## config.mk

```make
export PLATFORM = sky130hd
export DESIGN_NAME = wdsc_top
export DESIGN_NICKNAME = d
export VERILOG_FILES = /design/src/include/wdsc_pkg.sv /design/src/hdl/wdsc_timer.sv /design/src/hdl/wdsc_top.sv
export SDC_FILE = /design/constraint.sdc
export NUM_CORES = 1
export LEC_CHECK = 0
export BUFFER_PORTS_ARGS = -buffer_cell sky130_fd_sc_hd__buf_4
export CAP_MARGIN = 20
export CORE_ASPECT_RATIO = 1.1
export CORE_UTILIZATION = 62
export DETAILED_ROUTE_END_ITERATION = 10
export PLACE_DENSITY = 0.85
export SYNTH_ARGS = -nofsm -noshare
export SYNTH_HDL_FRONTEND = slang
export SYNTH_SLANG_ARGS = --single-unit
export TNS_END_PERCENT = 5
```

## constraint.sdc

```tcl
create_clock -name clk_in -period 5.5 [get_ports clk_in]
set_clock_uncertainty 0.1 [all_clocks]
set_input_delay 0.825 -clock clk_in [delete_from_list [all_inputs] [get_ports clk_in]]
set_output_delay 0.825 -clock clk_in [all_outputs]
set_load 0.1 [all_outputs]
```

## src/include/wdsc_pkg.sv

```systemverilog
// Package of constants for the watchdog safety control block
package wdsc_pkg;
    // ==========================================================
    // Control and cause byte field positions
    localparam int PRESCALE_LO = 0;
    localparam int PRESCALE_W = 4;
    localparam int ENABLE_BIT = 3;
    localparam int UNLOCK_BIT = 4;
    localparam int IRQ_EN_BIT = 6;
    localparam int RSTFLAG_BIT = 3;
    // ==========================================================
    // Reset values and timing
    localparam logic [3:0] PRESCALE_RST = 4'h0;
    localparam int UNLOCK_WINDOW_CYC = 4;
    localparam logic [2:0] UNLOCK_CNT_W3 = 3'h4;
    localparam int BASE_TICKS = 2048;
    // ==========================================================
    // Timer mode
    typedef enum logic [3:0] {
        WDSC_STOPPED = 4'h1,
        WDSC_IRQ = 4'h2,
        WDSC_RESET = 4'h4,
        WDSC_BOTH = 4'h8
    } wdsc_mode_t;
endpackage : wdsc_pkg

```

## src/hdl/wdsc_timer.sv

```systemverilog
// Watchdog time-out counter with prescale selection
`timescale 1ns/1ps
module wdsc_timer #(
    parameter int BASE = 2048,
    parameter int CW = 32
) (
    input wire logic clk_in,
    input wire logic rst_in,
    input wire logic run_in,
    input wire logic kick_in,
    input wire logic [3:0] prescale_in,
    output logic timeout_out
);
    // ==========================================================
    // Counter
    logic [CW-1:0] cnt_r;
    logic [CW-1:0] cnt_nxt;
    logic [CW-1:0] limit;
    logic to_nxt;
    logic timeout_r;

    // Limit doubles per prescale step, capped at step 9
    always_comb begin
        limit = CW'(BASE) << ((prescale_in > 4'h9) ? 4'h9 : prescale_in);
        cnt_nxt = cnt_r;
        to_nxt = 1'b0;
        if (!run_in || kick_in) begin
            cnt_nxt = '0;
        end else if (cnt_r >= limit - CW'(1)) begin
            cnt_nxt = '0;
            to_nxt = 1'b1;
        end else begin
            cnt_nxt = cnt_r + CW'(1);
        end
    end

    always_ff @(posedge clk_in) begin
        if (rst_in) begin
            cnt_r <= '0;
            timeout_r <= 1'b0;
        end else begin
            cnt_r <= cnt_nxt;
            timeout_r <= to_nxt;
        end
    end

    assign timeout_out = timeout_r;
endmodule : wdsc_timer

```

## src/hdl/wdsc_top.sv

```systemverilog
// Watchdog control register, safety levels and time-out actions
// Summary of operation
// - Time-out may raise an interrupt instead of resetting the device.
// - Fuse picks level 1 (starts off) or level 2 (starts on, timed changes).
// - Level 1: writing enable one turns the watchdog on freely.
// - Unlock bit self-clears four cycles after being written one.
// - Writing enable zero is ignored unless unlock reads one.
// - Prescale changes accepted only while unlock is set, or at level 1 while the watchdog is off.
// - Level 2: watchdog always enabled, enable reads one.
// - Level 2: even a correct unlock sequence cannot disable it.
// - Level 1: reset flag set forces enable to one.
// - Enable and irq-enable select stopped, interrupt, reset or both.
// - Combined mode: second time-out resets unless irq-enable set again.
`timescale 1ns/1ps
module wdsc_top #(
    parameter int BASE_TICKS = wdsc_pkg::BASE_TICKS
) (
    input wire logic clk_in,
    input wire logic rst_in,
    input wire logic safety_level_fuse_in,
    input wire logic ctrl_wr_in,
    input wire logic [7:0] ctrl_wdata_in,
    input wire logic kick_in,
    input wire logic cause_wr_in,
    input wire logic [7:0] cause_wdata_in,
    input wire logic dog_reset_flag_in,
    output logic [7:0] ctrl_rdata_out,
    output logic dog_reset_flag_out,
    output logic dog_irq_out,
    output logic dog_reset_out,
    output logic [3:0] mode_out
);
    // ==========================================================
    // Fuse and reset-flag sampling
    logic fuse_s1_r;
    logic fuse_s2_r;
    logic level2;
    logic flag_r;
    logic flag_nxt;

    // Synchroniser runs through reset so the level is settled at release
    always_ff @(posedge clk_in) begin
        fuse_s1_r <= safety_level_fuse_in;
        fuse_s2_r <= fuse_s1_r;
    end

    // Fuse taken straight from the pin while in reset so level 2 starts on
    assign level2 = rst_in ? safety_level_fuse_in : fuse_s2_r;

    // ==========================================================
    // Control register state
    logic en_r;
    logic en_nxt;
    logic ie_r;
    logic ie_nxt;
    logic [3:0] ps_r;
    logic [3:0] ps_nxt;
    logic unlock_r;
    logic unlock_nxt;
    logic [2:0] ucnt_r;
    logic [2:0] ucnt_nxt;
    logic irq_r;
    logic irq_nxt;
    logic rst_out_r;
    logic rst_out_nxt;
    logic [7:0] rdata_r;
    logic [7:0] rdata_nxt;
    logic timeout;
    logic en_eff;
    logic wr_en;
    logic wr_unlock;
    logic wr_ie;
    logic [3:0] wr_ps;
    wdsc_pkg::wdsc_mode_t mode_r;
    wdsc_pkg::wdsc_mode_t mode_nxt;

    assign wr_en = ctrl_wdata_in[wdsc_pkg::ENABLE_BIT];
    assign wr_unlock = ctrl_wdata_in[wdsc_pkg::UNLOCK_BIT];
    assign wr_ie = ctrl_wdata_in[wdsc_pkg::IRQ_EN_BIT];
    // Prescale field: bits 2:0 plus bit 5 as the high bit
    assign wr_ps = {ctrl_wdata_in[5], ctrl_wdata_in[2:0]};

    // Effective enable with level 2 and reset-flag overrides
    assign en_eff = en_r || level2 || (!level2 && flag_r);

    // Reset-cause flag: hardware set wins over software clear
    always_comb begin
        flag_nxt = flag_r;
        if (cause_wr_in && !cause_wdata_in[wdsc_pkg::RSTFLAG_BIT]) begin
            flag_nxt = 1'b0;
        end
        if (dog_reset_flag_in || rst_out_r) begin
            flag_nxt = 1'b1;
        end
    end

    // Unlock window, enable, prescale and irq-enable updates
    always_comb begin
        en_nxt = en_r;
        ie_nxt = ie_r;
        ps_nxt = ps_r;
        unlock_nxt = unlock_r;
        ucnt_nxt = ucnt_r;
        // Window runs its four cycles; rewriting unlock one does not extend it, a write with unlock zero ends it
        if (unlock_r) begin
            if (ucnt_r == wdsc_pkg::UNLOCK_CNT_W3 - 3'h1) begin
                unlock_nxt = 1'b0;
                ucnt_nxt = 3'h0;
            end else begin
                ucnt_nxt = ucnt_r + 3'h1;
            end
        end
        if (ctrl_wr_in) begin
            ie_nxt = wr_ie;
            if (wr_unlock && wr_en && !unlock_r) begin
                unlock_nxt = 1'b1;
                ucnt_nxt = 3'h0;
                en_nxt = 1'b1;
            end else if (!wr_unlock) begin
                if (wr_en) begin
                    en_nxt = 1'b1;
                end else if (unlock_r && !level2 && !flag_r) begin
                    en_nxt = 1'b0;
                end
            end
            if (unlock_r || (!level2 && !en_eff)) begin
                ps_nxt = wr_ps;
            end
            if (unlock_r && !wr_unlock) begin
                unlock_nxt = 1'b0;
                ucnt_nxt = 3'h0;
            end
        end
        // Interrupt fired in combined mode: next time-out resets
        if (timeout && mode_r == wdsc_pkg::WDSC_BOTH) begin
            ie_nxt = 1'b0;
        end
    end

    // Mode selection and time-out actions
    // Mode follows the next readback so mode and enable bits agree each cycle
    always_comb begin
        unique case ({en_nxt || level2 || flag_nxt, ie_nxt})
            2'b00: mode_nxt = wdsc_pkg::WDSC_STOPPED;
            2'b01: mode_nxt = wdsc_pkg::WDSC_IRQ;
            2'b10: mode_nxt = wdsc_pkg::WDSC_RESET;
            2'b11: mode_nxt = wdsc_pkg::WDSC_BOTH;
        endcase
        irq_nxt = 1'b0;
        rst_out_nxt = 1'b0;
        if (timeout) begin
            unique case (mode_r)
                wdsc_pkg::WDSC_STOPPED: irq_nxt = 1'b0;
                wdsc_pkg::WDSC_IRQ: irq_nxt = 1'b1;
                wdsc_pkg::WDSC_RESET: rst_out_nxt = 1'b1;
                wdsc_pkg::WDSC_BOTH: irq_nxt = 1'b1;
                default: irq_nxt = 1'b0;
            endcase
        end
        rdata_nxt = 8'h00;
        rdata_nxt[wdsc_pkg::IRQ_EN_BIT] = ie_nxt;
        rdata_nxt[5] = ps_nxt[3];
        rdata_nxt[wdsc_pkg::UNLOCK_BIT] = unlock_nxt;
        rdata_nxt[wdsc_pkg::ENABLE_BIT] = en_nxt || level2 || flag_nxt;
        rdata_nxt[2:0] = ps_nxt[2:0];
    end

    // Register all control state
    always_ff @(posedge clk_in) begin
        if (rst_in) begin
            flag_r <= 1'b0;
            en_r <= 1'b0;
            ie_r <= 1'b0;
            ps_r <= wdsc_pkg::PRESCALE_RST;
            unlock_r <= 1'b0;
            ucnt_r <= 3'h0;
            irq_r <= 1'b0;
            rst_out_r <= 1'b0;
            rdata_r <= 8'h00;
            mode_r <= wdsc_pkg::WDSC_STOPPED;
        end else begin
            flag_r <= flag_nxt;
            en_r <= en_nxt;
            ie_r <= ie_nxt;
            ps_r <= ps_nxt;
            unlock_r <= unlock_nxt;
            ucnt_r <= ucnt_nxt;
            irq_r <= irq_nxt;
            rst_out_r <= rst_out_nxt;
            rdata_r <= rdata_nxt;
            mode_r <= mode_nxt;
        end
    end

    // ==========================================================
    // Time-out counter
    wdsc_timer #(
        .BASE(BASE_TICKS),
        .CW(32)
    ) u_timer (
        .clk_in(clk_in),
        .rst_in(rst_in),
        .run_in(mode_r != wdsc_pkg::WDSC_STOPPED),
        .kick_in(kick_in),
        .prescale_in(ps_r),
        .timeout_out(timeout)
    );

    assign ctrl_rdata_out = rdata_r;
    assign dog_reset_flag_out = flag_r;
    assign dog_irq_out = irq_r;
    assign dog_reset_out = rst_out_r;
    assign mode_out = mode_r;
endmodule : wdsc_top

```

==> impl_results.md <==
- Num rows: 26
- Synth Flop Type: dfxtp_1
- Worst Path Required: 5.64 ns
- Hold path startpoint: fuse_s1_r$_DFF_P_
- Worst Reg-to-Reg Cells: 12
- Slew @ Worst Pin: 0.8520 ns
- Synth area leader: dfxtp_1
- Worst path max stage delay: 0.56 ns
- Clock Sinks: 53
- Drt pass-1 iters: 4
- Via count: 2318
- Reg-to-reg setup timing slack: 1.69 ns
- Hold WC Path Type: register to register
- Max VDD drop: 0.0001462 V
- # H-tree levels: 2
- Die width: 67.89 um
- Starting Density: 64.08%
- # diodes: 0
- Area growth syn-to-layout: 11.88%
- Mean Syn Cell Area: 9.251 um^2
- Hold endpoint: fuse_s2_r$_DFF_P_
- First-pass GRT wire length: 9632 um
- Vias per std cell: 5.752
- Cell Chain, Critical Path: nor3_1, nand2_1, ha_1, mux2_2, a32oi_1, ha_1, nand3_1, a21oi_1, o31ai_1, nand4_1, buf_4, nor3_1
- Yosys synthesis warning count: 0
- Post-synthesis cell type count: 45
- DRT iter0 DRCs: 87
- Die height: 74.47 um
- Crit path max fanout: 28
- Worst hold slack: 0.2470 ns
- Seq/Total Area, Yosys: 35.84%
- Largest cells by area after synthesis: dfxtp_1 (36%), ha_1 (10%), xor2_1 (6.5%)
- Hpwl dp: 4149 um
- RSZ-0062 raised after global routing: false
- PD cells: 245.9 nW/um^2
- Synthesized area: 2960 um^2
- Num CTS Buffers: 5
- Buffer and inverter count on the worst path: 1
- CTS clk-pin slew, worst paths: 0.10 ns
- Gpl congestion: 0.8255
- Achievable frequency: 262.7 MHz
- Share of the synthesized area in the top cell type: 35.84%
- Gr ovfl total: 0
- Setup TNS Final: 0 ns
- Worst flop-to-flop path startpoint: ps_r[2]$_SDFFE_PP0P_
- Max clock buf depth: 2
- WS Path Type: register to register
- Setup Buffers After CTS: 0
- I/O pin cnt: 38
- Crit path depth: 12
- Core area: 4619 um^2
- Total GRT Usage: 25.21%
- Initial antenna violation count: 0
- Final Cell Area: 3312 um^2
- Largest net degree at the start of global routing: 29
- DRT antenna net count: 0
- Clock Latency Late Sink: 0.32 ns
- Worst hold path depth: 0
- P_leak: 0.001356 uW
- Final setup fails: 0
- Vias in the first global route: 2158
- Share of cells above drive strength 1: 17.87%
- Resize count post-CTS: 0
- CP Launch Type: register
- Worst setup EP type: register
- Worst path slowest cell: nor3_1
- Status: finished, final reports clean
- Number of max-cap violations: 0
- Crit path DAT: 3.95 ns
- Period utilisation layout: 69.21%
- CTS tree: built
- DRC violations left: 0
- Hold Buf Count CTS: 0
- Port Buffers: 28
- Fraction of registers with async set/reset: 0%
- Post-synthesis cell count: 320
- Reg2reg end: u_timer.cnt_r[13]$_SDFF_PP0_
- Slew HR: 43.20%
- Final Hold Fails: 0
- Slew Viols, Final: 0
- Post-Route WL: 5745 um
- Final core area utilization: 71.70%
- Root buf cell: clkbuf_8
- Placed instance area: 3193 um^2
- EDFF count, synth: 0
- WL/cell: 14.26 um
- Final nets: 393
- DIE AREA: 5055 um^2
- Final Critical Period: 3.807 ns
- CP top delay family: simple AND/OR/NAND/NOR gates
- Synth Register Bits: 53
[power breakdown]
| group | total (uW) | switching [uW] | internal [uW] | leakage (uW) |
|---|---|---|---|---|
| Combinational | 134 | 90.5 | 43.8 | 0.000866 |
| Sequential | 400 | 9.08 | 391 | 0.000430 |
| Clock | 280 | 140 | 140 | 0.0000603 |
[flip-flops by register name, indices dropped and copies added, names as in the netlist, 3 cells and up]
name            flops
ps_r                3
mode_out            4
ctrl_rdata_out      3
u_timer.cnt_r      32
ucnt_r              3
[cells by family after synthesis]
group | Yosys count | synth area share, %
AOI/OAI and AO/OA | 36 | 7.735
xor gates and xnor gates | 32 | 9.467
adders and majority gates | 24 | 10.14
buffers and inverters | 28 | 4.269
DFF | 53 | 35.84
muxes | 10 | 3.466
other | 2 | 0.2537
and+or+nand+nor | 135 | 28.83
[cell usage in the layout (no fill, tap or decap), types with 2 or more instances in the layout]
cell      instances
nor2_1           17
nand3_1          18
o31ai_1           3
conb_1            8
and3_1            5
clkbuf_8          5
nand4_1          12
buf_4            30
nor4_1            3
a21oi_1          15
o21ai_0           3
and2_1            2
nand4_4           2
inv_1            11
and4_1            4
dfxtp_1          53
mux2i_1           8
a21o_1            3
nand2_1          19
xnor2_1          10
mux2_2            2
nor4_4            2
nor2b_1           7
nor3_2           18
nor3_1           19
a211oi_1          2
xor2_1           22
ha_1             24
nand2b_1          2
[metal layers]
| layer | wire, um | part of all wire (%) | track usage [%] | up-vias |
|---|---|---|---|---|
| met1 | 2633 | 46 | 31.01 | 1105 |
| met2 | 2913 | 51 | 44.77 | 23 |
| li1 | - | - | - | 1185 |
| met3 | 131 | 2.3 | 3.374 | 5 |
| met4 | 67 | 1.2 | 8.333 | 0 |
| met5 | 0 | 0 | 0 | - |
[cell type report]
class	instances	area, um^2
fillers	373	1308
repair buffers	30	225.2
inverters	11	41.29
well taps	56	70.07
clock inverters	3	50.05
multi-input cells	245	1795
flip-flops and latches	53	1061
clock buffers	5	68.82
[Yosys cell counts, types with 2 or more instances]
cell / instances
dfxtp_1: 53
ha_1: 24
xor2_1: 22
nand2_1: 19
nor3_1: 19
nand3_1: 18
nor3_2: 18
nor2_1: 17
a21oi_1: 15
nand4_1: 12
inv_1: 11
clkbuf_1: 10
xnor2_1: 10
mux2i_1: 8
nor2b_1: 7
and3_1: 5
buf_4: 5
and4_1: 4
a21o_1: 3
nor4_1: 3
o21ai_0: 3
o31ai_1: 3
a211oi_1: 2
and2_1: 2
buf_2: 2
conb_1: 2
mux2_2: 2
nand2b_1: 2
nand4_4: 2
nor4_4: 2
[how the worst max path moves through the flow]
| stage | start | end | slack [ns] |
|---|---|---|---|
| 2_1_floorplan | ps_r[1]$_SDFFE_PP0P_ | u_timer.cnt_r[14]$_SDFF_PP0_ | 1.82 |
| 3_3_place_gp | ps_r[1]$_SDFFE_PP0P_ | u_timer.timeout_out$_SDFF_PP0_ | 1.75 |
| 3_5_place_dp | ps_r[1]$_SDFFE_PP0P_ | u_timer.cnt_r[13]$_SDFF_PP0_ | 1.74 |
| 4_1_cts | ps_r[2]$_SDFFE_PP0P_ | u_timer.cnt_r[13]$_SDFF_PP0_ | 1.70 |
| 5_1_grt | ps_r[1]$_SDFFE_PP0P_ | u_timer.cnt_r[13]$_SDFF_PP0_ | 1.33 |
| 6_report | ps_r[2]$_SDFFE_PP0P_ | u_timer.cnt_r[13]$_SDFF_PP0_ | 1.69 |
[per-stage QoR]
stage               setup WS [ns]  total power (uW)  instances
global route                1.333             847.0        403
floorplan                   1.824             511.8        326
detailed placement          1.738             542.3        395
finish                      1.693             814.5        403
CTS                         1.701             816.5        403
global placement            1.751             537.7        395
No activity file was read; power rests on OpenSTA's default activity.
